### src/btc_pkg.sv
/*
 * btc_pkg: constants and types for the buffered 16-bit timer with capture and compare.
 * Assumes a word-indexed register port with 16-bit data and one synchronous clock.
 */
package btc_pkg;
    localparam int CNT_W = 16;
    localparam int NCH = 4;
    localparam int NEV = 8;
    localparam int ADDR_W = 5;

    // register word indices
    localparam logic [4:0] A_CLKSEL = 5'h00;
    localparam logic [4:0] A_MODE = 5'h01;
    localparam logic [4:0] A_EVCTL = 5'h02;
    localparam logic [4:0] A_DIR = 5'h03;
    localparam logic [4:0] A_STATUS = 5'h04;
    localparam logic [4:0] A_CNT = 5'h05;
    localparam logic [4:0] A_PER = 5'h06;
    localparam logic [4:0] A_PERIOD_BUFFER = 5'h07;
    localparam logic [4:0] A_CC0 = 5'h08;
    localparam logic [4:0] A_CCBUF0 = 5'h0C;

    // field positions
    localparam int F_WGMODE = 0;
    localparam int F_CCEN = 4;
    localparam int F_EVSEL = 0;
    localparam int F_EVDLY = 4;
    localparam int F_EVACT = 5;
    localparam int S_OVF = 0;
    localparam int S_ERR = 1;
    localparam int S_CCIF = 2;
    localparam int S_PERBV = 6;
    localparam int S_CCBV = 7;

    // reset values and capture polarity limit
    localparam logic [15:0] PER_RST = 16'hFFFF;
    localparam logic [15:0] POL_LIMIT = 16'h8000;
    localparam logic [3:0] CLK_OFF = 4'h0;

    // prescaler masks for clock selects 1..7 (divide 1,2,4,8,64,256,1024)
    localparam logic [9:0] PRE_MASK [8] = '{10'h000, 10'h000, 10'h001, 10'h003,
                                            10'h007, 10'h03F, 10'h0FF, 10'h3FF};

    typedef enum logic [2:0] {
        BTC_WG_NORMAL = 3'h0,
        BTC_WG_FRQ = 3'h1,
        BTC_WG_SS = 3'h3,
        BTC_WG_DS = 3'h5
    } btc_wg_e;

    typedef enum logic [2:0] {
        BTC_EA_OFF = 3'h0,
        BTC_EA_CAPT = 3'h1,
        BTC_EA_UPDOWN = 3'h2,
        BTC_EA_FRQ = 3'h5,
        BTC_EA_PW = 3'h6
    } btc_evact_e;

    typedef struct packed {
        logic [3:0] clksel;
        btc_wg_e wgmode;
        logic [NCH-1:0] ccen;
        btc_evact_e evact;
        logic evdly;
        logic [2:0] evsel;
        logic dir_down;
    } btc_ctrl_s;

    typedef struct packed {
        logic [ADDR_W-1:0] addr;
        logic [CNT_W-1:0] wdata;
        logic wr;
        logic rd;
    } btc_bus_s;
endpackage

### src/btc_timer.sv
/*
 * btc_timer: 16-bit timer/counter with buffered period and four capture/compare channels.
 * Assumes event inputs synchronous to i_ref_clk, event strobes one cycle long, and a
 * register master that never issues read and write together.
 */
// Operation
// compare buffer valid set by software write, cleared on update loading active register
// in capture, buffer valid is set by the capture event
// capture register and buffer form two-entry queue; transfer sets channel flag
// active channel registers and buffers readable and writable directly
// counting up, at top the next counter clock loads zero
// counting down, at zero the counter reloads with period
// software counter write wins over count; direction changeable while running
// event-controlled counting: channel n enables, channel n+1 picks up or down
// overflow event output can clock another unit through event routing
// unbuffered period write is immediate; lower period causes wraparound
// buffered period changes only at update condition
// event select picks channel A trigger, next channels follow consecutively
// enabled capture channels store counter value; needs normal operation
// period below 0x8000: capture msb holds edge polarity, 1 rising
// input capture sets channel flag; counter cycles zero to top
// frequency capture: rising event captures and restarts counter
// pulse width capture: rising restarts, falling captures
// software enables only one channel in frequency capture
// event delay bit delays capture events by one clock
// capture with buffer valid and flag set is dropped, error flag set
// compare match sets channel flag next clock with event
// waveform drives pin only with mode, no event action, enabled, output
// update at bottom or top depending on waveform mode
// top is period or channel A compare value, per waveform mode
// after reset no clock selected, counter stopped
// buffer write coinciding with update loads old value, keeps valid set
`timescale 1ns/100ps
module btc_timer
    import btc_pkg::*;
(
    input wire logic i_ref_clk,
    input wire logic i_nrst,
    input wire logic [ADDR_W-1:0] i_addr,
    input wire logic [CNT_W-1:0] i_wdata,
    input wire logic i_wr,
    input wire logic i_rd,
    output logic [CNT_W-1:0] o_rdata,
    input wire logic [NEV-1:0] i_ev_strobe,
    input wire logic [NEV-1:0] i_ev_level,
    input wire logic [NCH-1:0] i_pin_dir_out,
    output logic o_ovf_evt,
    output logic o_err_evt,
    output logic [NCH-1:0] o_cc_evt,
    output logic [NCH-1:0] o_wg,
    output logic [NCH-1:0] o_wg_oe
);
    btc_bus_s bus;
    btc_ctrl_s ctrl_r;
    logic [CNT_W-1:0] cnt_r;
    logic [CNT_W-1:0] per_r;
    logic [CNT_W-1:0] period_buffer_r;
    logic perbv_r;
    logic [CNT_W-1:0] cc_r [NCH];
    logic [CNT_W-1:0] ccbuf_r [NCH];
    logic [NCH-1:0] ccbv_r;
    logic [NCH-1:0] ccif_r;
    logic ovf_r;
    logic err_r;
    logic [9:0] pre_r;
    logic [NEV-1:0] evs_d_r;
    logic [NEV-1:0] evl_d_r;
    logic [CNT_W-1:0] rdata_r;
    logic [NCH-1:0] wg_r;
    logic [NCH-1:0] ccevt_r;
    logic ovfevt_r;
    logic errevt_r;

    logic [NEV-1:0] evs;
    logic [NEV-1:0] evl;
    logic tick, count_en, down, at_top, at_bot, wrap, update, capture_mode, restart, status_wr, ds_dir_r;
    logic [CNT_W-1:0] top;
    logic [NCH-1:0] cap_trig, cap_pol, cmp_match, move, overflow, cc_wr, ccbuf_wr, cc_rd;

    assign bus = '{addr: i_addr, wdata: i_wdata, wr: i_wr, rd: i_rd};

    // event inputs, optionally one clock late
    assign evs = ctrl_r.evdly ? evs_d_r : i_ev_strobe;
    assign evl = ctrl_r.evdly ? evl_d_r : i_ev_level;

    always_ff @(posedge i_ref_clk) begin
        if (!i_nrst) begin
            evs_d_r <= '0;
            evl_d_r <= '0;
        end else begin
            evs_d_r <= i_ev_strobe;
            evl_d_r <= i_ev_level;
        end
    end

    // common prescaler
    always_ff @(posedge i_ref_clk) begin
        if (!i_nrst) begin
            pre_r <= '0;
        end else begin
            pre_r <= pre_r + 10'h001;
        end
    end

    // counter clock: off, prescaler tap, or event channel
    always_comb begin
        tick = 1'b0;
        if (ctrl_r.clksel[3]) begin
            tick = evs[ctrl_r.clksel[2:0]];
        end else if (ctrl_r.clksel != CLK_OFF) begin
            tick = (pre_r & PRE_MASK[ctrl_r.clksel[2:0]]) == 10'h000;
        end
    end

    assign capture_mode = (ctrl_r.evact == BTC_EA_CAPT) || (ctrl_r.evact == BTC_EA_FRQ) ||
                          (ctrl_r.evact == BTC_EA_PW);

    always_comb begin
        count_en = tick;
        down = ctrl_r.dir_down;
        if (ctrl_r.evact == BTC_EA_UPDOWN) begin
            count_en = tick && evl[ctrl_r.evsel];
            down = !evl[3'(ctrl_r.evsel + 3'h1)];
        end else if (ctrl_r.wgmode == BTC_WG_DS) begin
            down = ds_dir_r;
        end
    end

    assign top = (ctrl_r.wgmode == BTC_WG_FRQ) ? cc_r[0] : per_r;
    assign at_top = (cnt_r == top);
    assign at_bot = (cnt_r == 16'h0000);
    assign wrap = count_en && (down ? at_bot : at_top);
    // dual slope updates at bottom only, others at top or bottom turning point
    assign update = (ctrl_r.wgmode == BTC_WG_DS) ? (count_en && at_bot && down) : wrap;

    // capture triggers per channel, consecutive event channels
    always_comb begin
        restart = 1'b0;
        for (int i = 0; i < NCH; i++) begin
            cap_trig[i] = 1'b0;
            cap_pol[i] = evl[3'(ctrl_r.evsel + 3'(i))];
            if (ctrl_r.ccen[i] && evs[3'(ctrl_r.evsel + 3'(i))]) begin
                case (ctrl_r.evact)
                    BTC_EA_CAPT: cap_trig[i] = 1'b1;
                    BTC_EA_FRQ: begin
                        cap_trig[i] = cap_pol[i];
                        restart = restart | cap_pol[i];
                    end
                    BTC_EA_PW: begin
                        cap_trig[i] = !cap_pol[i];
                        restart = restart | cap_pol[i];
                    end
                    default: cap_trig[i] = 1'b0;
                endcase
            end
        end
    end

    // register decode
    assign status_wr = bus.wr && (bus.addr == A_STATUS);
    always_comb begin
        for (int i = 0; i < NCH; i++) begin
            cc_wr[i] = bus.wr && (bus.addr == A_CC0 + 5'(i));
            ccbuf_wr[i] = bus.wr && (bus.addr == A_CCBUF0 + 5'(i));
            cc_rd[i] = bus.rd && (bus.addr == A_CC0 + 5'(i));
            cmp_match[i] = count_en && !capture_mode && (cnt_r == cc_r[i]);
            move[i] = capture_mode && ccbv_r[i] && (!ccif_r[i] || cc_rd[i]);
            overflow[i] = cap_trig[i] && ccbv_r[i] && ccif_r[i] && !cc_rd[i];
        end
    end

    // control registers
    always_ff @(posedge i_ref_clk) begin
        if (!i_nrst) begin
            ctrl_r <= '{clksel: CLK_OFF, wgmode: BTC_WG_NORMAL, ccen: '0, evact: BTC_EA_OFF,
                        evdly: 1'b0, evsel: 3'h0, dir_down: 1'b0};
        end else if (bus.wr) begin
            case (bus.addr)
                A_CLKSEL: ctrl_r.clksel <= bus.wdata[3:0];
                A_MODE: begin
                    ctrl_r.wgmode <= btc_wg_e'(bus.wdata[F_WGMODE +: 3]);
                    ctrl_r.ccen <= bus.wdata[F_CCEN +: NCH];
                end
                A_EVCTL: begin
                    ctrl_r.evsel <= bus.wdata[F_EVSEL +: 3];
                    ctrl_r.evdly <= bus.wdata[F_EVDLY];
                    ctrl_r.evact <= btc_evact_e'(bus.wdata[F_EVACT +: 3]);
                end
                A_DIR: ctrl_r.dir_down <= bus.wdata[0];
                default: ctrl_r <= ctrl_r;
            endcase
        end
    end

    // counter
    always_ff @(posedge i_ref_clk) begin
        if (!i_nrst) begin
            cnt_r <= '0;
        end else if (bus.wr && bus.addr == A_CNT) begin
            cnt_r <= bus.wdata;
        end else if (restart) begin
            cnt_r <= '0;
        end else if (count_en) begin
            if (down) begin
                cnt_r <= at_bot ? ((ctrl_r.wgmode == BTC_WG_DS) ? 16'h0001 : top) : cnt_r - 16'h0001;
            end else if (at_top) begin
                cnt_r <= (ctrl_r.wgmode == BTC_WG_DS) ? cnt_r - 16'h0001 : 16'h0000;
            end else begin
                cnt_r <= cnt_r + 16'h0001;
            end
        end
    end

    // dual slope turning direction
    always_ff @(posedge i_ref_clk) begin
        if (!i_nrst) begin
            ds_dir_r <= 1'b0;
        end else if (restart || ctrl_r.wgmode != BTC_WG_DS) begin
            ds_dir_r <= 1'b0;
        end else if (count_en && at_top && !ds_dir_r) begin
            ds_dir_r <= 1'b1;
        end else if (count_en && at_bot && ds_dir_r) begin
            ds_dir_r <= 1'b0;
        end
    end

    // period and its buffer
    always_ff @(posedge i_ref_clk) begin
        if (!i_nrst) begin
            per_r <= PER_RST;
            period_buffer_r <= PER_RST;
            perbv_r <= 1'b0;
        end else begin
            if (bus.wr && bus.addr == A_PER) begin
                per_r <= bus.wdata;
            end else if (update && perbv_r) begin
                per_r <= period_buffer_r;
            end
            if (bus.wr && bus.addr == A_PERIOD_BUFFER) begin
                period_buffer_r <= bus.wdata;
                perbv_r <= 1'b1;
            end else if (update) begin
                perbv_r <= 1'b0;
            end
        end
    end

    // channel registers, buffers and flags
    always_ff @(posedge i_ref_clk) begin
        if (!i_nrst) begin
            for (int i = 0; i < NCH; i++) begin
                cc_r[i] <= '0;
                ccbuf_r[i] <= '0;
            end
            ccbv_r <= '0;
            ccif_r <= '0;
        end else begin
            for (int i = 0; i < NCH; i++) begin
                if (cc_wr[i]) begin
                    cc_r[i] <= bus.wdata;
                end else if (move[i]) begin
                    cc_r[i] <= ccbuf_r[i];
                end else if (!capture_mode && update && ccbv_r[i]) begin
                    cc_r[i] <= ccbuf_r[i];
                end
                if (ccbuf_wr[i]) begin
                    ccbuf_r[i] <= bus.wdata;
                    ccbv_r[i] <= !capture_mode;
                end else if (cap_trig[i] && !overflow[i] && (!ccbv_r[i] || move[i])) begin
                    ccbuf_r[i] <= cnt_r;
                    if (per_r < POL_LIMIT) begin
                        ccbuf_r[i][CNT_W-1] <= cap_pol[i];
                    end
                    ccbv_r[i] <= 1'b1;
                end else if (move[i] || (!capture_mode && update)) begin
                    ccbv_r[i] <= 1'b0;
                end
                if (move[i] || cmp_match[i]) begin
                    ccif_r[i] <= 1'b1;
                end else if ((status_wr && bus.wdata[S_CCIF + i]) || (capture_mode && cc_rd[i])) begin
                    ccif_r[i] <= 1'b0;
                end
            end
        end
    end

    // overflow and error flags, set wins over clear
    always_ff @(posedge i_ref_clk) begin
        if (!i_nrst) begin
            ovf_r <= 1'b0;
            err_r <= 1'b0;
        end else begin
            if (wrap) begin
                ovf_r <= 1'b1;
            end else if (status_wr && bus.wdata[S_OVF]) begin
                ovf_r <= 1'b0;
            end
            if (|overflow) begin
                err_r <= 1'b1;
            end else if (status_wr && bus.wdata[S_ERR]) begin
                err_r <= 1'b0;
            end
        end
    end

    // event pulses and waveform
    always_ff @(posedge i_ref_clk) begin
        if (!i_nrst) begin
            ovfevt_r <= 1'b0;
            errevt_r <= 1'b0;
            ccevt_r <= '0;
            wg_r <= '0;
        end else begin
            ovfevt_r <= wrap;
            errevt_r <= |overflow;
            ccevt_r <= cmp_match | move;
            for (int i = 0; i < NCH; i++) begin
                case (ctrl_r.wgmode)
                    BTC_WG_FRQ: wg_r[i] <= restart ? 1'b0 : (cmp_match[i] ? !wg_r[i] : wg_r[i]);
                    BTC_WG_SS, BTC_WG_DS: wg_r[i] <= (cnt_r < cc_r[i]);
                    default: wg_r[i] <= 1'b0;
                endcase
            end
        end
    end

    // pin override only with waveform mode, no event action, channel on, pin output
    always_comb begin
        for (int i = 0; i < NCH; i++) begin
            o_wg_oe[i] = (ctrl_r.wgmode != BTC_WG_NORMAL) && (ctrl_r.evact == BTC_EA_OFF) &&
                         ctrl_r.ccen[i] && i_pin_dir_out[i];
        end
    end

    // read data, one cycle after the strobe
    always_ff @(posedge i_ref_clk) begin
        if (!i_nrst) begin
            rdata_r <= '0;
        end else if (bus.rd) begin
            rdata_r <= '0;
            case (bus.addr)
                A_CLKSEL: rdata_r <= {12'h000, ctrl_r.clksel};
                A_MODE: rdata_r <= {8'h00, ctrl_r.ccen, 1'b0, ctrl_r.wgmode};
                A_EVCTL: rdata_r <= {8'h00, ctrl_r.evact, ctrl_r.evdly, 1'b0, ctrl_r.evsel};
                A_DIR: rdata_r <= {15'h0000, ctrl_r.dir_down};
                A_STATUS: rdata_r <= {5'h00, ccbv_r, perbv_r, ccif_r, err_r, ovf_r};
                A_CNT: rdata_r <= cnt_r;
                A_PER: rdata_r <= per_r;
                A_PERIOD_BUFFER: rdata_r <= period_buffer_r;
                5'h08, 5'h09, 5'h0A, 5'h0B: rdata_r <= cc_r[bus.addr[1:0]];
                5'h0C, 5'h0D, 5'h0E, 5'h0F: rdata_r <= ccbuf_r[bus.addr[1:0]];
                default: rdata_r <= '0;
            endcase
        end else begin
            rdata_r <= '0;
        end
    end

    assign o_rdata = rdata_r;
    assign o_ovf_evt = ovfevt_r;
    assign o_err_evt = errevt_r;
    assign o_cc_evt = ccevt_r;
    assign o_wg = wg_r;
endmodule

### config.mk
export PLATFORM = sky130hd
export DESIGN_NAME = btc_timer
export DESIGN_NICKNAME = d
export VERILOG_FILES = /design/src/btc_pkg.sv /design/src/btc_timer.sv
export SDC_FILE = /design/constraint.sdc
export NUM_CORES = 1
export LEC_CHECK = 0
export ABC_CLOCK_PERIOD_IN_PS = 3800
export BUFFER_PORTS_ARGS = -buffer_cell sky130_fd_sc_hd__buf_2
export CELL_PAD_IN_SITES_DETAIL_PLACEMENT = 0
export CELL_PAD_IN_SITES_GLOBAL_PLACEMENT = 1
export CORE_MARGIN = 4
export CORE_UTILIZATION = 43
export CTS_BUF_LIST = sky130_fd_sc_hd__clkbuf_2
export DETAILED_ROUTE_END_ITERATION = 8
export PLACE_DENSITY_LB_ADDON = 0.1
export SLEW_MARGIN = 20
export SYNTH_ARGS = -nofsm -noshare
export SYNTH_HDL_FRONTEND = slang
export SYNTH_SLANG_ARGS = --single-unit
export TNS_END_PERCENT = 10
### constraint.sdc
create_clock -name i_ref_clk -period 3.8 [get_ports i_ref_clk]
set_input_delay 0.57 -clock i_ref_clk [delete_from_list [all_inputs] [get_ports i_ref_clk]]
set_output_delay 0.57 -clock i_ref_clk [all_outputs]
set_load 0.02 [all_outputs]
* Word-level counts from Yosys, hierarchy flattened *
Memory sizes are Yosys's and may differ from the RTL's.
Cells that the tools add are included.

storage, ports and cells
  bits in writable memories = 128
  output and inout port bits = 30
  memory bits (read-only) = 80
  register bits after elaboration = 131
  logic and storage cells = 496
  memories kept = 3

memories
  memory           depth  bits a word  rd ports  clocked after Yosys merged registers in  write ports  RTL line          RTL
  (no name shown)  8      10           1         0                                        0            btc_timer.sv:111  tick = (pre_r & PRE_MASK[ctrl_r.clksel[2:0]]) == 10'h000;
  cc_r             4      16           5         0                                        4            btc_timer.sv:59   logic [CNT_W-1:0] cc_r [NCH];
  ccbuf_r          4      16           5         0                                        4            btc_timer.sv:60   logic [CNT_W-1:0] ccbuf_r [NCH];

operators by class
  equality and inequality tests = 32
  bitwise gates (word level) = 31
  order comparisons = 11
  add/sub/neg operators = 6
  multiplexer cells = 215
  reduce and logical (&&, ||, !) cells = 165

operators by type and width
  kind                     count
  $mux W16                 31
  $mux W1                  162
  $pmux W16 S10            1
  $logic_and A1 B1 Y1      85
  $eq A16 B16 Y1           5
  $lt A16 B16 Y1           4
  $eq A5 B4 Y1 const B     8
  $bmux W1 S3              9
  $or A1 B1 Y1             27
  $logic_not A1 Y1         26
  $logic_or A1 B1 Y1       23
  $eq A5 B3 Y1 const B     4
  $lt A3 B4 Y1 const B     5
  $mux W10                 2
  $reduce_bool A2 Y1       9
  $reduce_bool A3 Y1       6
  $add A16 B1 Y16 const B  1
  $logic_not A16 Y1        1
  $lt A16 B16 Y1 const B   1
  $mux W8                  2
  $sub A16 B1 Y16 const B  1
  $ne A3 B3 Y1 const B     5
  $pmux W1 S3              4
  $reduce_or A4 Y1         3
  20 further kinds         35

* Depth between registers and ports, before layout *
  depth after elaboration = 21
  gate-level depth with buffers = 14
  gate-level depth less buffers = 11

* Worst setup path after synthesis *
Ideal clock, no wire load.

  kind = flip-flop to flip-flop
  start point = reg cnt_r[1]
  end point = mem cc_r[3][0], enable pin
  cell stages (with the launch flop) = 12
  arrival time = 2938 ps
  path slack = 468 ps
  required time = 3406 ps
  buffers on the path = 1
  cell sequence = dfxtp_1 -> clkbuf_1 -> inv_1 -> ha_1 -> nor3b_1 -> and2_1 -> nand2_1 -> nor4b_2 -> nand2_1 -> o31ai_2 -> a41oi_2 -> o211ai_1

RTL lines
  element                 RTL line          RTL
  from (decl)             btc_timer.sv:55   logic [CNT_W-1:0] cnt_r;
  from (signal assigned)  btc_timer.sv:200  cnt_r <= bus.wdata;
  from (signal assigned)  btc_timer.sv:205  cnt_r <= at_bot ? ((ctrl_r.wgmode == BTC_WG_DS) ? 16'h0001 : top) : cnt_r - 16'h0001;
  from (signal assigned)  btc_timer.sv:207  cnt_r <= (ctrl_r.wgmode == BTC_WG_DS) ? cnt_r - 16'h0001 : 16'h0000;
  to (decl)               btc_timer.sv:59

==> flow_metrics.py <==
metrics = {
    "setup_path": {
        "required_ns": 4.37,
        "start_kind": "flip-flop",
        "cpPeakStageDelay_ns": 0.61,
        "endpoint_kind": "flip-flop",
        "crit_chain": "buf_12 > mux4_2 > mux4_2 > o31ai_1 > nand2_1 > a21oi_1 > or3_1",
        "critPathKind": "reg2reg",
        "worst_path_max_delay_cell": "mux4_2",
        "arrival_ns": 4.16,
        "cpMostUsedCell": "mux4_2",
        "worstPathMaxFanout": 30,
    },
    "drt": {
        "wire_per_inst_microns": 26.3,
        "viasPerCell": 6.14,
        "drtAntennaViolNets": 0,
        "dr_total_vias": 15100,
        "drc": 0,
        "drt_pre_antenna_iters": 5,
        "drt_iter0_markers": 1650,
        "wl_microns": 64700,
    },
    "die": {
        "die_y_microns": 206,
        "start_util_pct": 43.5,
        "die-area_sq_um": 42300,
        "ios": 75,
        "rows": 72,
        "die_x_microns": 206,
        "core-area_sq_um": 38600,
    },
    "timing": {
        "slew_viol_final": 0,
        "min_period_ns": 3.59,
        "fin_worst_skew_ns": 0.0766,
        "fin_crit_sh_pct": 94.5,
        "setup_viol_count_final": 0,
        "fin_tns_setup_ns": 0,
        "fmax_mhz": 278,
        "worstMarginPinSlew_ns": 1.02,
        "rsz0062_at_grt": "no",
        "finalHoldViolations": 0,
        "max_slew_margin_pct": 31.5,
    },
    "grt": {
        "grt_max_degree": 57,
        "grt_pass1_vias": 14800,
        "track_usage_pct": 30.4,
        "antenna_found_initial": 2,
        "grt_first_pass_wirelength_microns": 96900,
        "grt-ovfl-total": 0,
    },
    "pwr": {
        "switching_share_pct": 31.4,
        "seqPwrFrac_pct": 50.9,
        "comb_power_share_pct": 13.3,
        "power_frac_clock_pct": 35.8,
        "p_int_uw": 4230,
        "peakVddDrop_uv": 178,
        "leakage_uw": 0.00741,
        "p_sw_uw": 1940,
        "pwr_density_cell_nw_per_um2": 325,
    },
    "cts": {
        "cts_inserted_buffers": 76,
        "cts.sinks": 259,
        "post_cts_buffers": 0,
        "htreeDepth": 3,
        "insertion_delay_ns": 0.99,
        "clkTransAtPathRegs_ns": 0.11,
        "cts_root_buffer": "clkbuf_2",
        "cts_tree": "done",
        "ctsLongestPathBuffers": 3,
    },
    "synthesis": {
        "ys_types": 83,
        "syn_avg_cell_area_sq_um": 9.66,
        "synth.most_common_cell": "nor2_1",
        "synth.area.top_cells": "edfxtp_1, dfxtp_1, mux4_2, mux2i_1, ha_1",
        "ys_seq_area_share_pct": 38.5,
        "async_flop_share_pct": 0,
        "synth_cells": 1739,
        "synth_warnings": 0,
        "yosys-top-cells-count": "nor2_1, nand2_1, dfxtp_1",
        "synth_nets": 1853,
        "synth-seq-cells": 259,
        "synth_top_area_share_pct": 22.9,
        "synth_edf_count": 128,
        "netlist_area_sq_um": 16800,
        "synth_ff_type": "dfxtp_1",
        "yosysTopAreaCell": "edfxtp_1",
    },
    "placed_design": {
        "place.gp.congestion": 0.921,
        "dp_hpwl_microns": 48200,
        "port-buffer-count": 74,
    },
    "layout": {
        "nets": 1998,
        "fillCellCount": 3690,
        "area_delta_synth_final_pct": 13.0,
        "drive_gt1_share_pct": 20.0,
        "post-route-util_pct": 49.1,
    },
    "run": {
        "max_cap_violations": 0,
    },
    "min_path": {
        "hp-class": "in2reg",
    },
    "outcome": {
        "outcome": "completed",
    },
}
-- sequential cells by signal (all words and copies together), names as in the netlist, 8 cells and up --
name	cells
cc_r	64
ccbuf_r	64
cnt_r	16
ctrl_r	19
evl_d_r	8
evs_d_r	8
o_rdata	16
per_r	16
period_buffer_r	16
pre_r	10
-- layout make-up --
class	count	area (sq um)	area share (%)
inverters	80	300	1.58
flip-flops and latches	259	6470	34.1
well taps	518	648	3.42
clock inverters	23	128	0.673
multi-input cells	1265	9390	49.5
repair buffers	202	1460	7.70
clock buffers	115	576	3.03
diodes	2	5.00	0.0264
-- cells by family (layout without fill, tap and decap cells) --
kind of cell | Yosys count | count (layout) | synth area share (%)
other cells | 0 | 2 | 0
mux | 183 | 183 | 15.3
fa+ha+maj | 69 | 69 | 5.14
xor+xnor | 43 | 43 | 2.24
flops | 259 | 259 | 38.5
compound gates | 388 | 388 | 16.1
simple gates | 582 | 582 | 17.0
buf+inv | 215 | 420 | 5.69
-- path summary, 6_finish.rpt --
| path | slack [ns] | from | cells past startpoint | end |
|---|---|---|---|---|
| max | 0.21 | ctrl_r[4]$_SDFFE_PN0P_ | 7 | ccbuf_r[1][0]$_SDFFCE_PN0P_ |
| min reg2reg | 0.49 | err_r$_SDFFE_PN0P_ | 2 | err_r$_SDFFE_PN0P_ |
| min | 0.12 | i_nrst | 2 | pre_r[1]$_SDFF_PN0_ |
| max reg2reg | 0.21 | ctrl_r[4]$_SDFFE_PN0P_ | 7 | ccbuf_r[1][0]$_SDFFCE_PN0P_ |
-- repair_timing --
item                                    CTS  global route
endpoints found under the setup margin    0             1
gates resized for setup                   0             1
hold endpoints to repair                 63             0
hold buffers                             32             0
-- power groups by stage --
| stage | sequential (uW) | clock [uW] | combinational (uW) |
|---|---|---|---|
| floorplan | 3150 | 0 | 501 |
| global placement | 3200 | 0 | 775 |
| detailed placement | 3200 | 0 | 780 |
| CTS | 3130 | 2260 | 810 |
| global route | 3150 | 2410 | 885 |
| finish | 3140 | 2210 | 823 |
-- metrics by stage --
step / cells / cell area, sq um / worst slack [ns] / power, uW / hold slack [ns]
after floorplan: 1739 / 16800 / 0.468 / 3650 / 0.431
after global placement: 2292 / 17900 / 0.223 / 3970 / 0.454
after detailed placement: 2292 / 17900 / 0.157 / 3980 / 0.462
after CTS: 2462 / 19000 / 0.137 / 6200 / 0.00869
after global routing: 2464 / 19000 / 0.0488 / 6450 / 0.0384
final: 2464 / 19000 / 0.209 / 6170 / 0.116
-- per-layer routing --
layer	track usage [%]	up-vias	part of all wire, %
met1	44.3	7471	44
li1	-	6828	-
met5	0	-	0
met4	9.47	0	2.5
met3	5.12	101	8.7
met2	46.3	736	45
-- layout by cell type (no fill, tap or decap), types with 32 or more instances in the layout --
master	n
mux2i_1	117
dlygate4sd3_1	32
a22o_1	36
nand2_1	147
nand3_1	105
a21oi_1	106
dfxtp_1	131
clkbuf_2	115
buf_2	74
o21ai_0	43
inv_1	76
mux4_2	58
edfxtp_1	128
nor2_1	164
ha_1	69
buf_4	92
-- critical path: cells and delay by family, from the launching register on --
kind | cells | cell delay, ns
flip-flops | 1 | 0.42
buffers and inverters | 1 | 0.24
AND/OR/NAND/NOR | 2 | 0.77
AO/OA/AOI/OAI | 2 | 0.61
multiplexers | 2 | 1.16
Note: power is estimated with default switching activity, not from simulation.
